[src/lin_sbc_pkg.sv]
package lin_sbc_pkg;

    // Clock and common time base
    localparam int CLK_PERIOD_NS  = 10;
    localparam int TICK_PERIOD_NS = 1000;
    localparam int TICK_CYCLES    =
        (TICK_PERIOD_NS + CLK_PERIOD_NS - 1) / CLK_PERIOD_NS;

    // Re-arm qualification: strictly longer than the figure, so one more tick
    localparam int REARM_US    = 10;
    localparam int REARM_TICKS = REARM_US + 1;

    // Dominant timeout on the transmit input
    localparam int DOM_TIMEOUT_MS    = 20;
    localparam int DOM_TIMEOUT_TICKS = DOM_TIMEOUT_MS * 1000 + 1;

    // Reset output hold after the regulated supply is back (least time)
    localparam int RESET_HOLD_MS    = 4;
    localparam int RESET_HOLD_TICKS = RESET_HOLD_MS * 1000 + 1;

    // Reset output fall delay and high-side overload debounce
    localparam int RESET_FALL_US       = 10;
    localparam int RESET_FALL_TICKS    = RESET_FALL_US;
    localparam int HS_DEBOUNCE_US      = 10;
    localparam int HS_DEBOUNCE_TICKS   = HS_DEBOUNCE_US;

    // Operating modes, one-hot
    typedef enum logic [3:0] {
        MODE_FAILSAFE = 4'h1,
        MODE_NORMAL   = 4'h2,
        MODE_SILENT   = 4'h4,
        MODE_SLEEP    = 4'h8
    } opMode_e;

    localparam opMode_e MODE_RESET = MODE_FAILSAFE;

    // Fail-safe source as shown on transmit and receive pins
    typedef struct packed {
        logic txdLevel;
        logic rxdLevel;
    } fsCode_s;

    localparam fsCode_s FS_BUS_WAKE   = '{txdLevel: 1'h0, rxdLevel: 1'h0};
    localparam fsCode_s FS_LOCAL_WAKE = '{txdLevel: 1'h0, rxdLevel: 1'h1};
    localparam fsCode_s FS_BATT_LOW   = '{txdLevel: 1'h1, rxdLevel: 1'h0};
    localparam fsCode_s FS_RESET      = FS_BATT_LOW;

endpackage

[src/level_qualifier.sv]
`timescale 1ns/1ps

// Counts ticks while a level holds; restarts whenever the level drops.
module level_qualifier
#(
    parameter int LIMIT = 10
)
(
    input  wire logic sys_clk,
    input  wire logic rstN,
    input  wire logic tick,
    input  wire logic level,
    output logic      done
);
    localparam int W = $clog2(LIMIT + 1);

    logic [W-1:0] count;
    logic         atLimit;

    assign atLimit = (count == W'(LIMIT));
    // Done only while the level is still present
    assign done = level & atLimit;

    // Saturating count, cleared on each drop of the level
    always_ff @(posedge sys_clk or negedge rstN)
    begin
        if (!rstN)
            count <= '0;
        else if (!level)
            count <= '0;
        else if (tick && !atLimit)
            count <= count + 1'h1;
    end
endmodule

[src/lin_sbc_pin_control.sv]
// Behaviour
// [RQ1] Reset output goes low a fixed delay after undervoltage, stays low.
// [RQ2] Reset output stays low 4 ms after the supply is nominal again.
// [RQ3] Transmit low in normal mode drives bus dominant; high is recessive.
// [RQ4] Transmit low at normal entry blocks the driver until high over 10 us.
// [RQ5] Transmit low beyond 20 ms forces the bus driver recessive.
// [RQ6] After timeout the driver re-arms only after transmit high over 10 us.
// [RQ7] Sleep accepted with transmit stuck low; decision uses actual pin.
// [RQ8] In fail-safe the transmit pin becomes an output showing the cause.
// [RQ9] Wake output inverts wake input; wake from sleep/silent to fail-safe.
// [RQ10] Wake output follows wake input continuously in the awake modes.
// [RQ11] Both low-side outputs stay off outside normal mode.
// [RQ12] Low-side control low at normal entry blocks it until high over 10 us.
// [RQ13] Low-side on needs control high, normal, select high, no undervoltage.
// [RQ14] Low-side overload shutdown latches until control input goes low.
// [RQ15] Low-side short monitor blanked until transistor is fully on.
// [RQ16] High-side follows its control input in every mode except sleep.
// [RQ17] High-side overload is debounced and latched until control goes low.
// [RQ18] Bus driver off during overtemperature, back on after hysteresis.
// [RQ19] Bus short to ground does not block sleep; bus wake afterwards.
// [RQ20] Battery undervoltage stops transmission; power-up in fail-safe.
// [RQ21] Fail-safe cause coded on transmit and receive pins.
// [RQ22] Select falling: silent with transmit high, sleep with transmit low.
// [RQ23] Receive mirrors bus in normal mode and is high in silent mode.
// [RQ24] All qualification times share one restartable tick time base; the tick counter here runs free from reset.
`timescale 1ns/1ps

module lin_sbc_pin_control
#(
    parameter int TICK_CYCLES       = lin_sbc_pkg::TICK_CYCLES,
    parameter int DOM_TIMEOUT_TICKS = lin_sbc_pkg::DOM_TIMEOUT_TICKS,
    parameter int RESET_HOLD_TICKS  = lin_sbc_pkg::RESET_HOLD_TICKS
)
(
    input  wire logic sys_clk,
    input  wire logic resetn,
    input  wire logic modeSelect,
    input  wire logic txdIn,
    output logic      txdOut,
    output logic      txdOeN,
    output logic      rxdOut,
    input  wire logic linRx,
    output logic      linDominant,
    input  wire logic busWake,
    input  wire logic linOvertemp,
    input  wire logic batterySupplyLow,
    input  wire logic vccUndervolt,
    output logic      regulatorEnable,
    output logic      undervoltageResetOut,
    output logic      undervoltageResetOeN,
    input  wire logic localWakeIn,
    output logic      wakeIndicatorOut,
    input  wire logic lowSideACtrl,
    input  wire logic lowSideBCtrl,
    input  wire logic [1:0] lowSideOverload,
    input  wire logic [1:0] lowSideFullOn,
    output logic      lowSideADrive,
    output logic      lowSideBDrive,
    input  wire logic highSideCtrl,
    input  wire logic highSideOverload,
    output logic      highSideDrive
);
    localparam int TICK_W = $clog2(TICK_CYCLES + 1);

    logic [1:0]          rstSync;
    logic                rstN;
    logic [TICK_W-1:0]   tickCount;
    logic                tick;
    lin_sbc_pkg::opMode_e mode;
    lin_sbc_pkg::opMode_e next_mode;
    lin_sbc_pkg::fsCode_s cause;
    lin_sbc_pkg::fsCode_s next_cause;
    logic                isNormal;
    logic                isFailsafe;
    logic                isSilent;
    logic                isSleep;
    logic                enPrev;
    logic                lowPowerReq;
    logic                enterNormal;
    logic                resetHeld;
    logic                vccBadDone;
    logic                vccGoodDone;
    logic                txdHighDone;
    logic                txdLowLevel;
    logic                txdLowDone;
    logic                txdArmed;
    logic [1:0]          lsCtrl;
    logic [1:0]          lsHighDone;
    logic [1:0]          lsArmed;
    logic [1:0]          lsLatched;
    logic [1:0]          lsMonitor;
    logic [1:0]          lsDrive;
    logic [1:0]          next_lsDrive;
    logic                hsOvlLevel;
    logic                hsOvlDone;
    logic                hsLatched;
    logic                next_hsDrive;
    logic                next_linDominant;
    logic                next_rxd;
    logic                causeTxd;
    logic                causeRxd;

    // Reset release through two flops; only the second one is read
    always_ff @(posedge sys_clk or negedge resetn)
    begin
        if (!resetn)
            rstSync <= 2'h0;
        else
            rstSync <= {rstSync[0], 1'h1};
    end
    assign rstN = rstSync[1];

    // [RQ24] shared tick base
    // One microsecond tick feeds every qualifier, so all times agree
    assign tick = (tickCount == TICK_W'(TICK_CYCLES - 1));
    always_ff @(posedge sys_clk or negedge rstN)
    begin
        if (!rstN)
            tickCount <= '0;
        else
            tickCount <= tick ? '0 : tickCount + 1'h1;
    end

    // Mode decode
    assign isNormal    = (mode == lin_sbc_pkg::MODE_NORMAL);
    assign isFailsafe  = (mode == lin_sbc_pkg::MODE_FAILSAFE);
    assign isSilent    = (mode == lin_sbc_pkg::MODE_SILENT);
    assign isSleep     = (mode == lin_sbc_pkg::MODE_SLEEP);
    assign causeTxd    = cause.txdLevel;
    assign causeRxd    = cause.rxdLevel;
    assign lsCtrl      = {lowSideBCtrl, lowSideACtrl};
    // No low-power request while the reset output is held
    assign lowPowerReq = enPrev & ~modeSelect & (isNormal | isFailsafe)
                         & ~resetHeld;
    assign enterNormal = (next_mode == lin_sbc_pkg::MODE_NORMAL) & ~isNormal;

    // [RQ1] reset fall delay
    level_qualifier #(.LIMIT(lin_sbc_pkg::RESET_FALL_TICKS)) vccBadQual
    (
        .sys_clk (sys_clk),
        .rstN    (rstN),
        .tick    (tick),
        .level   (vccUndervolt),
        .done    (vccBadDone)
    );

    // [RQ2] reset hold time
    level_qualifier #(.LIMIT(RESET_HOLD_TICKS)) vccGoodQual
    (
        .sys_clk (sys_clk),
        .rstN    (rstN),
        .tick    (tick),
        .level   (~vccUndervolt),
        .done    (vccGoodDone)
    );

    // [RQ4] transmit high qualification
    level_qualifier #(.LIMIT(lin_sbc_pkg::REARM_TICKS)) txdHighQual
    (
        .sys_clk (sys_clk),
        .rstN    (rstN),
        .tick    (tick),
        .level   (txdIn),
        .done    (txdHighDone)
    );

    // [RQ5] dominant timeout counts only in normal mode
    assign txdLowLevel = isNormal & ~txdIn;
    level_qualifier #(.LIMIT(DOM_TIMEOUT_TICKS)) txdLowQual
    (
        .sys_clk (sys_clk),
        .rstN    (rstN),
        .tick    (tick),
        .level   (txdLowLevel),
        .done    (txdLowDone)
    );

    // [RQ17] high-side overload debounce
    assign hsOvlLevel = highSideOverload & highSideDrive;
    level_qualifier #(.LIMIT(lin_sbc_pkg::HS_DEBOUNCE_TICKS)) hsOvlQual
    (
        .sys_clk (sys_clk),
        .rstN    (rstN),
        .tick    (tick),
        .level   (hsOvlLevel),
        .done    (hsOvlDone)
    );

    // Reset output holder; held from power-up until the supply qualifies
    always_ff @(posedge sys_clk or negedge rstN)
    begin
        if (!rstN)
            resetHeld <= 1'h1;
        else
            resetHeld <= vccBadDone | (resetHeld & ~vccGoodDone);
    end

    // Mode sequencer; wake sources only act from the low-power modes
    always_comb
    begin
        next_mode  = mode;
        next_cause = cause;
        unique case (mode)
            lin_sbc_pkg::MODE_FAILSAFE:
            begin
                // [RQ22] select low picks silent or sleep
                if (lowPowerReq)
                    next_mode = txdIn ? lin_sbc_pkg::MODE_SILENT
                                      : lin_sbc_pkg::MODE_SLEEP;
                else if (modeSelect && !batterySupplyLow && !resetHeld)
                    next_mode = lin_sbc_pkg::MODE_NORMAL;
            end
            lin_sbc_pkg::MODE_NORMAL:
            begin
                // [RQ7] sleep decided on the actual pin level
                if (lowPowerReq)
                    next_mode = txdIn ? lin_sbc_pkg::MODE_SILENT
                                      : lin_sbc_pkg::MODE_SLEEP;
                else if (batterySupplyLow)
                begin
                    next_mode  = lin_sbc_pkg::MODE_FAILSAFE;
                    next_cause = lin_sbc_pkg::FS_BATT_LOW;
                end
                else if (resetHeld)
                    next_mode = lin_sbc_pkg::MODE_FAILSAFE;
            end
            lin_sbc_pkg::MODE_SILENT, lin_sbc_pkg::MODE_SLEEP:
            begin
                // [RQ19] bus wake after a released short
                if (busWake)
                begin
                    next_mode  = lin_sbc_pkg::MODE_FAILSAFE;
                    next_cause = lin_sbc_pkg::FS_BUS_WAKE;
                end
                // [RQ9] local wake into fail-safe
                else if (!localWakeIn)
                begin
                    next_mode  = lin_sbc_pkg::MODE_FAILSAFE;
                    next_cause = lin_sbc_pkg::FS_LOCAL_WAKE;
                end
                else if (isSilent && resetHeld)
                    next_mode = lin_sbc_pkg::MODE_FAILSAFE;
            end
            default:
                next_mode = lin_sbc_pkg::MODE_FAILSAFE;
        endcase
    end

    // [RQ20] power-up in fail-safe
    always_ff @(posedge sys_clk or negedge rstN)
    begin
        if (!rstN)
        begin
            mode   <= lin_sbc_pkg::MODE_RESET;
            cause  <= lin_sbc_pkg::FS_RESET;
            enPrev <= 1'h0;
        end
        else
        begin
            mode   <= next_mode;
            cause  <= next_cause;
            enPrev <= modeSelect;
        end
    end

    // [RQ6] transmit arming
    // Disarmed by timeout, re-armed by a qualified high level
    always_ff @(posedge sys_clk or negedge rstN)
    begin
        if (!rstN)
            txdArmed <= 1'h0;
        else if (enterNormal)
            txdArmed <= txdIn;
        else if (txdLowDone)
            txdArmed <= 1'h0;
        else if (txdHighDone)
            txdArmed <= 1'h1;
    end

    // Low-side channels share one structure
    for (genvar i = 0; i < 2; i++)
    begin : lowSide
        // [RQ12] control high qualification
        level_qualifier #(.LIMIT(lin_sbc_pkg::REARM_TICKS)) highQual
        (
            .sys_clk (sys_clk),
            .rstN    (rstN),
            .tick    (tick),
            .level   (lsCtrl[i]),
            .done    (lsHighDone[i])
        );

        // [RQ15] monitor blanked during switch-on
        assign lsMonitor[i] = lsDrive[i] & lowSideFullOn[i];

        // [RQ11] normal mode only
        // [RQ13] switch-on conditions
        assign next_lsDrive[i] = isNormal & modeSelect & ~batterySupplyLow
                                 & lsCtrl[i] & lsArmed[i] & ~lsLatched[i];

        // [RQ12] arming at entry and on a qualified high
        always_ff @(posedge sys_clk or negedge rstN)
        begin
            if (!rstN)
                lsArmed[i] <= 1'h0;
            else if (enterNormal)
                lsArmed[i] <= lsCtrl[i];
            else if (lsHighDone[i])
                lsArmed[i] <= 1'h1;
        end

        // [RQ14] overload latch, a new overload wins over the clear
        always_ff @(posedge sys_clk or negedge rstN)
        begin
            if (!rstN)
                lsLatched[i] <= 1'h0;
            else
                lsLatched[i] <= (lowSideOverload[i] & lsMonitor[i])
                                | (lsLatched[i] & lsCtrl[i]);
        end
    end

    // [RQ17] high-side latch, set wins over the clear
    always_ff @(posedge sys_clk or negedge rstN)
    begin
        if (!rstN)
            hsLatched <= 1'h0;
        else
            hsLatched <= hsOvlDone | (hsLatched & highSideCtrl);
    end

    // [RQ16] high-side gating
    assign next_hsDrive = ~isSleep & highSideCtrl & ~hsLatched;

    // [RQ3] bus driver gating
    // [RQ18] overtemperature cut-off
    // Timeout, undervoltage and overtemperature all force recessive
    assign next_linDominant = isNormal & txdArmed & ~txdIn & ~txdLowDone
                              & ~batterySupplyLow & ~linOvertemp;

    // [RQ23] receive selection
    assign next_rxd = isNormal   ? linRx :
                      isFailsafe ? causeRxd : 1'h1;

    // Driver outputs; one cycle of latency, glitch-free toward the loads
    always_ff @(posedge sys_clk or negedge rstN)
    begin
        if (!rstN)
        begin
            linDominant   <= 1'h0;
            lsDrive       <= 2'h0;
            highSideDrive <= 1'h0;
        end
        else
        begin
            linDominant   <= next_linDominant;
            lsDrive       <= next_lsDrive;
            highSideDrive <= next_hsDrive;
        end
    end
    assign lowSideADrive = lsDrive[0];
    assign lowSideBDrive = lsDrive[1];

    // [RQ8] transmit pin turned output in fail-safe
    // [RQ9] [RQ10] wake output mirror
    // [RQ21] cause on pins
    // Pins toward the host; reset output is open drain, pulled low only
    always_ff @(posedge sys_clk or negedge rstN)
    begin
        if (!rstN)
        begin
            txdOut               <= 1'h1;
            txdOeN               <= 1'h1;
            rxdOut               <= 1'h1;
            wakeIndicatorOut     <= 1'h0;
            regulatorEnable      <= 1'h1;
            undervoltageResetOeN <= 1'h0;
        end
        else
        begin
            txdOut               <= causeTxd;
            txdOeN               <= ~isFailsafe;
            rxdOut               <= next_rxd;
            wakeIndicatorOut     <= ~localWakeIn;
            regulatorEnable      <= ~isSleep;
            undervoltageResetOeN <= ~resetHeld;
        end
    end
    assign undervoltageResetOut = 1'h0;
endmodule

[config.mk]
export PLATFORM = sky130hd
export DESIGN_NAME = lin_sbc_pin_control
export DESIGN_NICKNAME = d
export VERILOG_FILES = /design/src/lin_sbc_pkg.sv /design/src/level_qualifier.sv /design/src/lin_sbc_pin_control.sv
export SDC_FILE = /design/constraint.sdc
export NUM_CORES = 1
export LEC_CHECK = 0
export BUFFER_PORTS_ARGS = -buffer_cell sky130_fd_sc_hd__buf_4
export CORE_MARGIN = 4
export CORE_UTILIZATION = 25
export DETAILED_ROUTE_END_ITERATION = 10
export GPL_TIMING_DRIVEN = 0
export SETUP_SLACK_MARGIN = 0.1
export SLEW_MARGIN = 20
export SYNTH_ARGS = -nofsm -noshare
export SYNTH_HDL_FRONTEND = slang
export SYNTH_SLANG_ARGS = --single-unit
[constraint.sdc]
create_clock -name sys_clk -period 3.3 [get_ports sys_clk]
set_clock_uncertainty 0.15 [all_clocks]
set_input_delay 0.66 -clock sys_clk [delete_from_list [all_inputs] [get_ports sys_clk]]
set_output_delay 0.66 -clock sys_clk [all_outputs]
set_load 0.05 [all_outputs]
==> results by group <==
Critical path
  – Element type at the critical path end: flip-flop
  – Buf/Inv on CP: 2
  – Critical path startpoint category: flip-flop
  – Slowest Stage Delay on Critical Path: 0.39 ns
  – CP max stage cell: dfrtp_1
  – Worst Setup Path Type: flip-flop to flip-flop
  – Worst Path Required: 3.37 ns
  – Crit Path Max Fanout: 10
  – Sequence of cells on the critical path: ha_1, and2b_1, clkbuf_1, buf_2, nand3_1, mux2i_1, nor2_1
  – Largest delay share family, worst path: buffers and inverters
  – Stages on the worst setup path: 7
  – Reg2Reg Depth: 7
  – Worst Path Arrival: ~2.4 ns

Job
  – Max-Cap Viols: 0

Clock network
  – Num CTS Buffers: 9
  – Clock slew at reported path FFs: roughly 0.06 ns
  – Root buffer cell: clkbuf_16
  – CTS tree: yes
  – CTS max path bufs: 2
  – H-tree depth: 3
  – TritonCTS Sinks: 80
  – Worst skew pair latency: 0.34 ns

Floorplanning
  – Die Ht: around 140 um
  – Initial Util: 0.257
  – FP Rows: 46
  – Width of the die: between 100 and 150 um
  – I/O pin total: 29
  – Core region area: 0.0159 mm^2
  – Die area: 0.0185 mm^2

Drt
  – DR WL/cell: ~13 um
  – DR pass1 iterations: 4
  – DRC Markers: 0
  – Routed wire length: 8.69 mm
  – Highest metal used: met4
  – Avg Vias per Cell: 4.77
  – Vias: 3170
  – DR iter-0 viols: 171
  – DR WL met2: 4.34 mm
  – Wire length on met3: approximately 360 um
  – Metal-1 WL: 3.90 mm
  – Detail Route Antenna Nets: 0

Yosys
  – Post-Synthesis Cells: 403
  – Syn Area/Cell: 10.1 um^2
  – Synth Area in Compound Gates: 0.116
  – Yosys top cell area share: 0.447
  – Synth area leader: dfrtp_1
  – Synth async-reset ratio: 1.00
  – Mapped Nets: about 430
  – Xor and xnor area share after synthesis: 0.0471
  – Main combinational cell family by area after synthesis: simple AND/OR/NAND/NOR gates
  – Post-Synth Simple-Gate Area: 0.255
  – Top-count cell post-synth: dfrtp_1
  – Mux cell area share after synthesis: 0.0156
  – Top_reg_cell synth: dfrtp_1
  – Top cells by area, synth: dfrtp_1 (45%), dfstp_2 (4.5%), nand3_1 (4.0%)
  – Commonest cells post-synth: dfrtp_1 (73), nand3_1 (33), a21oi_1 (26), nor2_1 (24), nand2_1 (22)
  – Synth Register Bits: 80
  – Adder-Cell Fraction of Synth Area: 0.0367
  – Ys Warns: 0
  – Number of synthesized flops with an enable pin: 0
  – Distinct cells, synth: 61
  – Mapped Area: 0.00409 mm^2
  – Sequential area share after synthesis: 0.492

Final layout
  – Filler Cells Inserted: 1667
  – Finished Cell Area: 0.00493 mm^2
  – Multi-input logic area: 0.00193 mm^2
  – Ant. Diodes: 0
  – Nets: 473
  – P&R area growth vs syn: 20.5%
  – Sequential cell area: 0.00201 mm^2
  – Post-layout util: 0.309
  – Share of cells above drive strength 1: 0.158

Timing
  – Total negative slack: 0 ns
  – RSZ-0062 raised after global routing: false
  – Final setup fails: 0
  – Relative slew margins: 0.600
  – Final hold violations: 0
  – Final period util: 0.709
  – Worst-Margin Slew: 0.595 ns
  – Fin. max-slew vios: 0
  – Final worst path period need: about 2.3 ns
  – Peak Freq: 0.428 GHz

Status
  – Status: complete, no violations

Pwr
  – Sw Ratio: 0.252
  – Switching pwr: 0.636 mW
  – Power Total: about 2.5 mW
  – Seq pwr share: 0.441
  – P_leak: 2.05 nW
  – Clk pwr share: 0.435
  – Logic pwr share: 0.125
  – Max rail drop VDD: 0.336 mV
  – Pwr per Cell Area: 513 mW/mm^2
  – Int Pwr: 1.89 mW

Placement
  – Port bufs: 27
  – Placed cell area: 0.00459 mm^2
  – Post-DP HPWL: 6.21 mm
  – Final GP Congestion: ~0.82

Global route
  – Grt total ovfl: 0
  – Total GRT Usage: 0.101
  – First-pass GRT wire length: 15.1 mm
  – Antenna violations before repair: 0
  – Largest net degree at the start of global routing: 43
  – Vias in the first global route: roughly 3200

Hold path
  – Worst min path class: flip-flop to asynchronous set/reset pin
sequential cells by signal, summed over array words and instances, names as in the netlist, 4 cells and up:
name,flops
txdHighQual.count,4
vccGoodQual.count,12
lowSide.highQual.count,8
txdLowQual.count,15
hsOvlQual.count,4
vccBadQual.count,4
tickCount,7
mode,4
cell usage in the layout (no fill, tap or decap), types with 7 or more instances in the layout:
master	count
a21oi_1	26
and2_1	13
and3_1	11
buf_4	29
clkbuf_16	9
dfrtp_1	72
dfstp_2	7
ha_1	12
inv_1	15
nand2_1	22
nand2b_1	9
nand3_1	33
nand3b_1	7
nand4_1	12
nor2_1	24
o21ai_0	7
o31ai_1	12
or3_1	8
or4_1	13
xnor2_1	14
xor2_1	8
final timing paths:
path                              startpoint  slack, ns                   to
max in group asynchronous         rstSync[1]       2.19            resetHeld
worst max-delay path            tickCount[0]       0.96  vccBadQual.count[1]
worst min-delay path              rstSync[1]       0.16              mode[3]
min in group sys_clk              rstSync[0]       0.20           rstSync[1]
worst min register to register    rstSync[1]       0.16              mode[3]
worst max register to register  tickCount[0]       0.96  vccBadQual.count[1]
what timing repair did:
action	CTS	global route
endpoints found under the setup margin	0	0
hold buffers	1	0
buffers inserted	0	0
hold endpoints to repair	2	0
gates resized for setup	0	0
logic make-up (layout without fill, tap and decap cells):
group | Yosys count | after routing
buf+inv | 30 | 75
simple gates | 179 | 179
compound gates | 72 | 72
xor+xnor | 22 | 22
fa+ha+maj | 12 | 12
other cells | 2 | 2
flops | 80 | 80
mux | 6 | 6
power by group through the flow:
stage	registers (mW)	clock network, mW	logic [mW]
floorplan	1.20	0	0.143
global placement	1.14	0	0.298
detailed placement	1.13	0	0.316
CTS	1.11	1.13	0.319
global route	1.12	1.18	0.343
finish	1.11	1.10	0.315
per-layer routing:
| metal | up-vias | global-route usage |
|---|---|---|
| li1 | 1550 | - |
| met1 | 1563 | 0.129 |
| met2 | 49 | 0.163 |
| met3 | 8 | 0.0370 |
| met4 | 0 | 0.0252 |
| met5 | - | 0 |
final cells by class:
type	count	share of cell area
flip-flops and latches	80	0.409
multi-input cells	293	0.392
well taps	216	0.0548
clock buffers	11	0.0513
repair buffers	29	0.0472
plain buffers	15	0.0188
clock inverters	5	0.0160
inverters	15	0.0114
per-stage QoR:
| step | hold slack [ns] | worst slack (ns) | std cells |
|---|---|---|---|
| floorplan | 0.181 | 0.769 | 403 |
| global placement | 0.190 | -0.167 | 646 |
| detailed placement | 0.176 | 0.958 | 647 |
| CTS | 0.181 | 0.953 | 664 |
| global route | 0.209 | 0.725 | 664 |
| finish | 0.156 | 0.962 | 664 |
Power figures use the tool's default switching activity.
